$ cat config.mk
export PLATFORM = sky130hd
export DESIGN_NAME = pica_ctrl_access
export DESIGN_NICKNAME = d
export VERILOG_FILES = /design/src/pica_pkg.sv /design/src/pica_ctrl_access.sv /design/src/pica_link_sampler.sv
export SDC_FILE = /design/constraint.sdc
export NUM_CORES = 1
export LEC_CHECK = 0
export ABC_AREA = 1
export BUFFER_PORTS_ARGS = -buffer_cell sky130_fd_sc_hd__buf_2
export CORE_AREA = 8 8 150 152
export CTS_CLUSTER_DIAMETER = 150
export DETAILED_ROUTE_END_ITERATION = 10
export DIE_AREA = 0 0 158 160
export GPL_TIMING_DRIVEN = 0
export PLACE_DENSITY_LB_ADDON = 0.2
export SETUP_SLACK_MARGIN = 0.1
export SYNTH_ARGS = -nofsm -noshare
export SYNTH_HDL_FRONTEND = slang
export SYNTH_SLANG_ARGS = --single-unit
$ cat constraint.sdc
create_clock -name clk_in -period 3.95 [get_ports clk_in]
set_input_delay 0.5925 -clock clk_in [delete_from_list [all_inputs] [get_ports clk_in]]
set_output_delay 0.5925 -clock clk_in [all_outputs]
set_load 0.02 [all_outputs]
$ cat src/pica_pkg.sv
package pica_pkg;
  // =====================================================================
  // instruction codes
  localparam logic [3:0] OP_LOAD_CS_HI  = 4'h8;
  localparam logic [3:0] OP_STORE_CS_HI = 4'hC;
  localparam logic [3:0] OP_LOAD_DS_HI  = 4'h2;
  localparam logic [7:0] OP_KEY         = 8'hE0;
  localparam logic [3:0] KEY_BYTES      = 4'h8;
  // =====================================================================
  // control space map and fields
  localparam logic [3:0] ADDR_STATUS    = 4'h0;
  localparam logic [3:0] ADDR_GUARD     = 4'h2;
  localparam logic [3:0] ADDR_IDENT     = 4'hF;
  localparam int         ENABLED_BIT    = 1;
  localparam logic [2:0] GUARD_RESET    = 3'h0;
  localparam logic [2:0] GUARD_ZERO_SEL = 3'h7;
  localparam logic [8:0] GUARD_MAX_BITS = 9'h080;
  localparam logic [8:0] TURN_EXTRA     = 9'h002;
  localparam logic [63:0] UNLOCK_KEY    = 64'h1289_AB45_CDD8_88FF;
  // =====================================================================
  // frame layout: start, 8 data, even parity, 2 stop
  localparam logic [3:0] RX_LAST        = 4'hA;
  localparam logic [3:0] TX_LAST        = 4'hB;
  // =====================================================================
  // sequencer states
  typedef enum logic [2:0] {
    ST_IDLE  = 3'b000,
    ST_OPER  = 3'b001,
    ST_GUARD = 3'b010,
    ST_TX    = 3'b011,
    ST_ERR   = 3'b100
  } pica_state_t;
endpackage

$ cat src/pica_ctrl_access.sv
`timescale 1ns/1ps
module pica_ctrl_access import pica_pkg::*; #(
  // arbitrary neutral identification value
  parameter logic [7:0] ID_CODE = 8'h5A
) (
  input  wire logic clk_in,
  input  wire logic resetn_in,
  input  wire logic ce_in,
  input  wire logic link_clk_in,
  input  wire logic link_data_in,
  output logic      link_data_out,
  output logic      link_data_oe_out,
  output logic      nvm_prog_enabled_out
);
  pica_state_t state_q;
  logic        rise;
  logic        sbit;
  logic        rx_busy_q;
  logic [3:0]  rx_cnt_q;
  logic [10:0] rx_sh_q;
  logic [10:0] frame;
  logic [7:0]  rx_data;
  logic        frame_done;
  logic        brk;
  logic        perr;
  logic        ferr;
  logic        good;
  logic        collide;
  logic        fault;
  logic        listen;
  logic        driving;
  logic [7:0]  op_q;
  logic [3:0]  ops_left_q;
  logic [8:0]  guard_cnt_q;
  logic [7:0]  tx_byte_q;
  logic [10:0] tx_sh_q;
  logic [3:0]  tx_cnt_q;
  logic [2:0]  guard_time_sel_q;
  logic        nvm_prog_enabled_q;
  logic [63:0] key_q;
  logic [63:0] key_full;
  logic        store_wr;
  logic        key_done;
  logic        key_match;

  // =====================================================================
  // helpers
  function automatic logic [8:0] guard_bits(input logic [2:0] sel);
    guard_bits = (sel == GUARD_ZERO_SEL) ? 9'h000 : (GUARD_MAX_BITS >> sel);
  endfunction

  function automatic logic is_read(input logic [7:0] op);
    is_read = (!op[7] && op[4]) || op[7:4] == OP_LOAD_DS_HI ||
              op[7:4] == OP_LOAD_CS_HI;
  endfunction

  function automatic logic [7:0] css_read(input logic [3:0] a,
                                          input logic       en,
                                          input logic [2:0] gs);
    unique case (a)
      ADDR_STATUS: css_read = 8'(en) << ENABLED_BIT;
      ADDR_GUARD:  css_read = {5'h00, gs};
      ADDR_IDENT:  css_read = ID_CODE;
      default:     css_read = 8'h00;
    endcase
  endfunction

  pica_link_sampler u_sampler (
    .clk_in       (clk_in),
    .resetn_in    (resetn_in),
    .ce_in        (ce_in),
    .link_clk_in  (link_clk_in),
    .link_data_in (link_data_in),
    .rise_out     (rise),
    .bit_out      (sbit)
  );

  // =====================================================================
  // frame receiver
  assign listen  = state_q == ST_IDLE || state_q == ST_OPER ||
                   state_q == ST_ERR;
  assign driving = state_q == ST_GUARD || state_q == ST_TX;

  always_ff @(posedge clk_in) begin
    if (!resetn_in) begin
      rx_busy_q <= 1'b0;
      rx_cnt_q  <= 4'h0;
      rx_sh_q   <= 11'h000;
    end else if (ce_in && rise) begin
      if (!listen) begin
        rx_busy_q <= 1'b0;
      end else if (rx_busy_q) begin
        rx_sh_q  <= {sbit, rx_sh_q[10:1]};
        rx_cnt_q <= rx_cnt_q + 4'h1;
        if (rx_cnt_q == RX_LAST) begin
          rx_busy_q <= 1'b0;
        end
      end else if (!sbit) begin
        rx_busy_q <= 1'b1;
        rx_cnt_q  <= 4'h0;
      end
    end
  end

  // a break is twelve low bits: start, all data, parity and both stops
  assign frame      = {sbit, rx_sh_q[10:1]};
  assign rx_data    = frame[7:0];
  assign frame_done = rise && listen && rx_busy_q && rx_cnt_q == RX_LAST;
  assign brk        = frame_done && frame == 11'h000;
  assign perr       = frame_done && !brk && frame[8] != ^rx_data;
  assign ferr       = frame_done && !brk && frame[10:9] != 2'b11;
  assign good       = frame_done && !brk && !perr && !ferr &&
                      state_q != ST_ERR;
  assign collide    = rise && driving && sbit != link_data_out;
  assign fault      = (brk && state_q != ST_ERR) || perr || ferr ||
                      collide;

  // =====================================================================
  // instruction sequencer and turnaround
  always_ff @(posedge clk_in) begin
    if (!resetn_in) begin
      state_q          <= ST_IDLE;
      op_q             <= 8'h00;
      ops_left_q       <= 4'h0;
      guard_cnt_q      <= 9'h000;
      tx_byte_q        <= 8'h00;
      tx_sh_q          <= 11'h7FF;
      tx_cnt_q         <= 4'h0;
      link_data_out    <= 1'b1;
      link_data_oe_out <= 1'b0;
    end else if (ce_in) begin
      if (fault) begin
        state_q          <= ST_ERR;
        link_data_oe_out <= 1'b0;
        link_data_out    <= 1'b1;
      end else if (brk) begin
        state_q <= ST_IDLE;
      end else begin
        unique case (state_q)
          ST_IDLE: if (good) begin
            op_q <= rx_data;
            if (is_read(rx_data)) begin
              // out-of-scope data-space reads answer zero
              tx_byte_q <= (rx_data[7:4] == OP_LOAD_CS_HI) ?
                           css_read(rx_data[3:0], nvm_prog_enabled_q,
                                    guard_time_sel_q) : 8'h00;
              guard_cnt_q      <= guard_bits(guard_time_sel_q) +
                                  TURN_EXTRA;
              state_q          <= ST_GUARD;
              link_data_oe_out <= 1'b1;
              link_data_out    <= 1'b1;
            end else begin
              ops_left_q <= (rx_data == OP_KEY) ? KEY_BYTES : 4'h1;
              state_q    <= ST_OPER;
            end
          end
          ST_OPER: if (good) begin
            ops_left_q <= ops_left_q - 4'h1;
            if (ops_left_q == 4'h1) begin
              state_q <= ST_IDLE;
            end
          end
          ST_GUARD: if (rise) begin
            guard_cnt_q <= guard_cnt_q - 9'h001;
            if (guard_cnt_q == 9'h001) begin
              tx_sh_q       <= {2'b11, ^tx_byte_q, tx_byte_q};
              tx_cnt_q      <= 4'h0;
              link_data_out <= 1'b0;
              state_q       <= ST_TX;
            end
          end
          ST_TX: if (rise) begin
            if (tx_cnt_q == TX_LAST) begin
              // back to receive at once, no extra idle
              link_data_oe_out <= 1'b0;
              state_q          <= ST_IDLE;
            end else begin
              link_data_out <= tx_sh_q[0];
              tx_sh_q       <= {1'b1, tx_sh_q[10:1]};
              tx_cnt_q      <= tx_cnt_q + 4'h1;
            end
          end
          ST_ERR: ;
        endcase
      end
    end
  end

  // =====================================================================
  // control space registers and key check
  assign store_wr  = good && state_q == ST_OPER &&
                     op_q[7:4] == OP_STORE_CS_HI;
  assign key_full  = {rx_data, key_q[63:8]};
  assign key_done  = good && state_q == ST_OPER && op_q == OP_KEY &&
                     ops_left_q == 4'h1;
  assign key_match = key_full == UNLOCK_KEY;

  always_ff @(posedge clk_in) begin
    if (!resetn_in) begin
      key_q <= 64'h0000_0000_0000_0000;
    end else if (ce_in && good && state_q == ST_OPER && op_q == OP_KEY) begin
      key_q <= key_full;
    end
  end

  always_ff @(posedge clk_in) begin
    if (!resetn_in) begin
      nvm_prog_enabled_q <= 1'b0;
    end else if (ce_in) begin
      if (key_done && key_match) begin
        nvm_prog_enabled_q <= 1'b1;
      end else if (store_wr && op_q[3:0] == ADDR_STATUS &&
                   !rx_data[ENABLED_BIT]) begin
        nvm_prog_enabled_q <= 1'b0;
      end
    end
  end

  always_ff @(posedge clk_in) begin
    if (!resetn_in) begin
      guard_time_sel_q <= GUARD_RESET;
    end else if (ce_in && store_wr && op_q[3:0] == ADDR_GUARD) begin
      guard_time_sel_q <= rx_data[2:0];
    end
  end

  assign nvm_prog_enabled_out = nvm_prog_enabled_q;
endmodule

$ cat src/pica_link_sampler.sv
`timescale 1ns/1ps
module pica_link_sampler (
  input  wire logic clk_in,
  input  wire logic resetn_in,
  input  wire logic ce_in,
  input  wire logic link_clk_in,
  input  wire logic link_data_in,
  output logic      rise_out,
  output logic      bit_out
);
  logic clk_s1_q;
  logic clk_s2_q;
  logic clk_s3_q;
  logic dat_s1_q;
  logic dat_s2_q;

  // =====================================================================
  // two-flop synchronisers; clock and data share the same delay
  always_ff @(posedge clk_in) begin
    if (!resetn_in) begin
      clk_s1_q <= 1'b0;
      clk_s2_q <= 1'b0;
      clk_s3_q <= 1'b0;
      dat_s1_q <= 1'b1;
      dat_s2_q <= 1'b1;
    end else if (ce_in) begin
      clk_s1_q <= link_clk_in;
      clk_s2_q <= clk_s1_q;
      clk_s3_q <= clk_s2_q;
      dat_s1_q <= link_data_in;
      dat_s2_q <= dat_s1_q;
    end
  end

  always_ff @(posedge clk_in) begin
    if (!resetn_in) begin
      rise_out <= 1'b0;
      bit_out  <= 1'b1;
    end else if (ce_in) begin
      rise_out <= clk_s2_q & ~clk_s3_q;
      bit_out  <= dat_s2_q;
    end
  end
endmodule

==> flow_summary.html <==
<table>
<tr><th>Metric</th><th>Value</th></tr>
<tr><th colspan="2">Hold path</th></tr>
<tr><td>HP Class</td><td>input port to flip-flop</td></tr>
<tr><td>Min-Delay Startpoint</td><td>link_data_in</td></tr>
<tr><td>Worst hold endpoint</td><td>u_sampler.dat_s1_q</td></tr>
<tr><td>Number of cells on the worst hold path</td><td>3</td></tr>
<tr><th colspan="2">Worst setup path</th></tr>
<tr><td>Length in cells of the worst reg-to-reg path</td><td>16</td></tr>
<tr><td>Ordered list of cells on the worst path</td><td>inv_1 -&gt; ha_1 -&gt; inv_1 -&gt; nand2_1 -&gt; nand2_1 -&gt; nand2_1 -&gt; nand2_1 -&gt; nand2_1 -&gt; nand3_1 -&gt; nand2_1 -&gt; nand3_1 -&gt; nor2_2 -&gt; nand2_2 -&gt; buf_2 -&gt; nand2_1 -&gt; nand3_1</td></tr>
<tr><td>Highest-delay cell along the critical path</td><td>dfxtp_1</td></tr>
<tr><td>Register-to-register setup slack</td><td>approximately 1200 ps</td></tr>
<tr><td>Cell family with most CP delay</td><td>simple AND/OR/NAND/NOR gates</td></tr>
<tr><td>Setup Crit Path Kind</td><td>flip-flop to flip-flop</td></tr>
<tr><td>Source of the worst register-to-register timing path</td><td>rx_sh_q[3]</td></tr>
<tr><td>Buffering stage count on the worst path with inverters included</td><td>3</td></tr>
<tr><td>Element type at the critical path end</td><td>flip-flop</td></tr>
<tr><td>Delay of the slowest cell on the worst path</td><td>around 470 ps</td></tr>
<tr><td>Required time at the endpoint of the critical path</td><td>about 4200 ps</td></tr>
<tr><td>Worst setup SP type</td><td>flip-flop</td></tr>
<tr><td>Most prevalent standard cell on the critical path</td><td>nand2_1</td></tr>
<tr><td>Worst endpoint data arrival time</td><td>roughly 3000 ps</td></tr>
<tr><td>Capture point of the worst reg-to-reg path</td><td>tx_sh_q[8]</td></tr>
<tr><td>Largest driver fanout on the critical path</td><td>10</td></tr>
<tr><th colspan="2">Clock tree</th></tr>
<tr><td>CTS Buffer Depth</td><td>2</td></tr>
<tr><td>Clk root buf</td><td>clkbuf_16</td></tr>
<tr><td>Insertion delay to the later sink of the worst-skew pair</td><td>430 ps</td></tr>
<tr><td>Clock Sinks</td><td>between 100 and 150</td></tr>
<tr><td>CTS tree</td><td>built</td></tr>
<tr><td>Post-CTS Setup Inserts</td><td>0</td></tr>
<tr><td>CTS resizes</td><td>0</td></tr>
<tr><td>Number of buffers inserted for hold repair after clock tree synthesis</td><td>0</td></tr>
<tr><td>CTS clock-pin slew for the worst setup and hold paths</td><td>~70 ps</td></tr>
<tr><td>Total CTS buffers</td><td>17</td></tr>
<tr><td>Depth of the CTS H-tree</td><td>4</td></tr>
<tr><th colspan="2">Synth</th></tr>
<tr><td>Share of synthesized area occupied by flip-flops and latches</td><td>between 40% and 50%</td></tr>
<tr><td>Asr flop ratio synth</td><td>0%</td></tr>
<tr><td>Most frequently used flop master after synthesis</td><td>dfxtp_1</td></tr>
<tr><td>Average cell area after synthesis</td><td>approximately 7 um2</td></tr>
<tr><td>Synth Warn #</td><td>0</td></tr>
<tr><td>Post-Synthesis Net Count</td><td>a little under 900</td></tr>
<tr><td>Synthesized cell area</td><td>5940 um2</td></tr>
<tr><td>Number of enable-type register cells in the synthesized netlist</td><td>0</td></tr>
<tr><td>Mapped Cells</td><td>between 800 and 900</td></tr>
<tr><td>Number of unique standard cell types used by synthesis</td><td>39</td></tr>
<tr><td>Register bit count reported by yosys</td><td>around 130</td></tr>
<tr><th colspan="2">Global route</th></tr>
<tr><td>Global-route wire length before repair</td><td>about 26 mm</td></tr>
<tr><td>Initial antenna violation count</td><td>0</td></tr>
<tr><td>Vias in the first global route</td><td>between 5000 and 6000</td></tr>
<tr><td>Overall fraction of global-route tracks in use</td><td>approximately 13%</td></tr>
<tr><td>Final global-route overflow total</td><td>0</td></tr>
<tr><td>Maximum number of pins on one net before global-route repair</td><td>17</td></tr>
<tr><th colspan="2">Floorplan</th></tr>
<tr><td>Initial cell density of the core</td><td>29.6%</td></tr>
<tr><td>Std cell rows</td><td>between 50 and 60</td></tr>
<tr><td>Die Area</td><td>roughly 25000 um2</td></tr>
<tr><td>Chip Height</td><td>about 160 um</td></tr>
<tr><td>Core area</td><td>between 20000 and 25000 um2</td></tr>
<tr><td>I/O Pins</td><td>8</td></tr>
<tr><td>Chip Width</td><td>158 um</td></tr>
<tr><th colspan="2">Timing</th></tr>
<tr><td>Setup-failing EPs final</td><td>0</td></tr>
<tr><td>Max-slew violation total from the final report</td><td>0</td></tr>
<tr><td>Fin crit period</td><td>2720 ps</td></tr>
<tr><td>Worst rel slew slack</td><td>a little over half</td></tr>
<tr><td>Aggregate negative setup slack</td><td>0 ps</td></tr>
<tr><td>Setup repair after global routing missed its margin</td><td>no</td></tr>
<tr><td>Worst-Margin Slew</td><td>slightly above 700 ps</td></tr>
<tr><td>Crit share post-route</td><td>69.0%</td></tr>
<tr><td>Worst-case clock skew</td><td>between 15 and 20 ps</td></tr>
<tr><td>Number of hold violations in the final report</td><td>0</td></tr>
<tr><td>Top achievable clock speed</td><td>roughly 370 MHz</td></tr>
<tr><th colspan="2">Placed design</th></tr>
<tr><td>Detailed Place HPWL</td><td>11.1 mm</td></tr>
<tr><td>Final Wtd Congestion</td><td>between 0.8 and 0.9</td></tr>
<tr><td>Number of port buffers</td><td>6</td></tr>
<tr><td>Area of placed instances</td><td>6300 um2</td></tr>
<tr><th colspan="2">Drt</th></tr>
<tr><td>Drc violations</td><td>0</td></tr>
<tr><td>Post-Route WL</td><td>15.6 mm</td></tr>
<tr><td>Routed wirelength normalized by instance count</td><td>around 13 um</td></tr>
<tr><td>Antenna Violating Nets Remaining</td><td>0</td></tr>
<tr><td>Via-per-instance ratio</td><td>around 4.6</td></tr>
<tr><td>Number of DRC violations after detailed-routing iteration 0</td><td>a little over 300</td></tr>
<tr><td>Total via count in the routed design</td><td>roughly 5300</td></tr>
<tr><td>Length of the first detailed-routing pass in iterations</td><td>5</td></tr>
<tr><th colspan="2">Layout</th></tr>
<tr><td>Final antenna diode count</td><td>0</td></tr>
<tr><td>Commonest non-fill, non-tap cell in the layout</td><td>nand2_1</td></tr>
<tr><td>Layout area overhead</td><td>16.1%</td></tr>
<tr><td>Fill cell instance count of the final layout</td><td>approximately 2200</td></tr>
<tr><td>Fraction of final layout cells sized beyond drive strength 1</td><td>under 10%</td></tr>
<tr><td>Post-layout net count</td><td>around 900</td></tr>
<tr><td>Storage element area</td><td>2500 um2</td></tr>
<tr><td>Combined area of the multi-input logic cells</td><td>3020 um2</td></tr>
<tr><td>Commonest non-fill, non-tap cells in the layout</td><td>nand2_1 (164), nor2_1 (163), dfxtp_1 (125)</td></tr>
<tr><td>Final Cell Area</td><td>6890 um2</td></tr>
<tr><th colspan="2">Power</th></tr>
<tr><td>Worst-case vdd ir drop</td><td>just under 0.0003 V</td></tr>
<tr><td>Power density of the placed cells</td><td>419 nW/um2</td></tr>
<tr><td>Static leakage power</td><td>3.07 nW</td></tr>
<tr><td>Power, Total</td><td>0.00289 W</td></tr>
<tr><th colspan="2">Job</th></tr>
<tr><td>Maximum Capacitance Violations</td><td>0</td></tr>
<tr><th colspan="2">Status</th></tr>
<tr><td>Outcome</td><td>finished, final reports clean</td></tr>
</table>
-- cells by family after synthesis --
| kind of cell | Yosys count | synth area share, % |
|---|---|---|
| buf+inv | 101 | 6.94 |
| compound gates | 159 | 14.0 |
| flops | 125 | 42.2 |
| simple gates | 429 | 30.8 |
| fa+ha+maj | 19 | 4.01 |
| xor+xnor | 14 | 2.07 |
-- per-stage QoR --
stage | hold WS [ps] | setup slack [ps] | cells | utilization, %
2_1_floorplan | 429 | 1870 | 847 | -
3_3_place_gp | 443 | 1010 | 1123 | 31.5
3_5_place_dp | 448 | 990 | 1123 | 31.5
4_1_cts | 373 | 1190 | 1155 | 34.4
5_1_grt | 387 | 978 | 1155 | 34.4
6_report | 388 | 1230 | 1155 | 34.4
-- area by class of cell --
type / instances / area share, %
Tap cell: 270 / 4.90
Inverter: 69 / 3.76
Buffer: 32 / 2.21
Timing Repair Buffer: 6 / 0.436
Multi-Input combinational cell: 621 / 43.8
Sequential cell: 125 / 36.3
Clock buffer: 18 / 6.37
Clock inverter: 14 / 2.16
-- routing by layer --
metal | track usage (%) | routed length [um] | vias to the layer above
li1 | - | - | 2818
met1 | 17.3 | 7900 | 2396
met2 | 20.0 | 7070 | 50
met3 | 2.73 | 467 | 9
met4 | 5.10 | 133 | 0
met5 | 0 | 0 | -
-- synth_stat cells, types with 7 or more instances --
| master | n | area [um2] |
|---|---|---|
| clkbuf_1 | 17 | 63.8 |
| inv_2 | 7 | 26.3 |
| buf_2 | 11 | 55.1 |
| ha_1 | 19 | 238 |
| nor2_1 | 163 | 612 |
| a21oi_1 | 60 | 300 |
| nand2_1 | 164 | 616 |
| o21ai_0 | 71 | 355 |
| xor2_1 | 7 | 61.3 |
| o21ai_1 | 14 | 70.1 |
| inv_1 | 60 | 225 |
| xnor2_1 | 7 | 61.3 |
| nor3_1 | 10 | 50.1 |
| nand4_1 | 18 | 113 |
| dfxtp_1 | 125 | 2500 |
| nand3_1 | 53 | 265 |
-- sequential cells by signal, indices dropped and copies added (netlist names), 3 cells and up --
signal / flops
op_q: 8
state_q: 3
guard_cnt_q: 9
tx_byte_q: 4
ops_left_q: 4
guard_time_sel_q: 3
tx_cnt_q: 4
tx_sh_q: 9
key_q: 56
rx_cnt_q: 4
rx_sh_q: 10
-- worst max path at each step --
stage	start	endpoint	slack [ps]	depth (start not counted)
after floorplan	rx_sh_q[3]	tx_sh_q[0]	1870	16
after global placement	ce_in	tx_sh_q[1]	1010	7
after detailed placement	ce_in	tx_sh_q[3]	990	7
after CTS	rx_sh_q[3]	tx_sh_q[8]	1190	16
after global routing	rx_sh_q[3]	guard_cnt_q[2]	980	16
final	rx_sh_q[3]	tx_sh_q[8]	1230	16
-- worst min-delay path, cell delays in order --
cell and delay (ps):
buf_2 80, nand2_1 40, nand3_1 70
-- where the power goes --
part,switching (W),internal (W)
registers,0.00000318,0.00126
logic,0.0000425,0.0000129
clock network,0.000659,0.000908
Note: power is estimated with default switching activity, not from simulation.
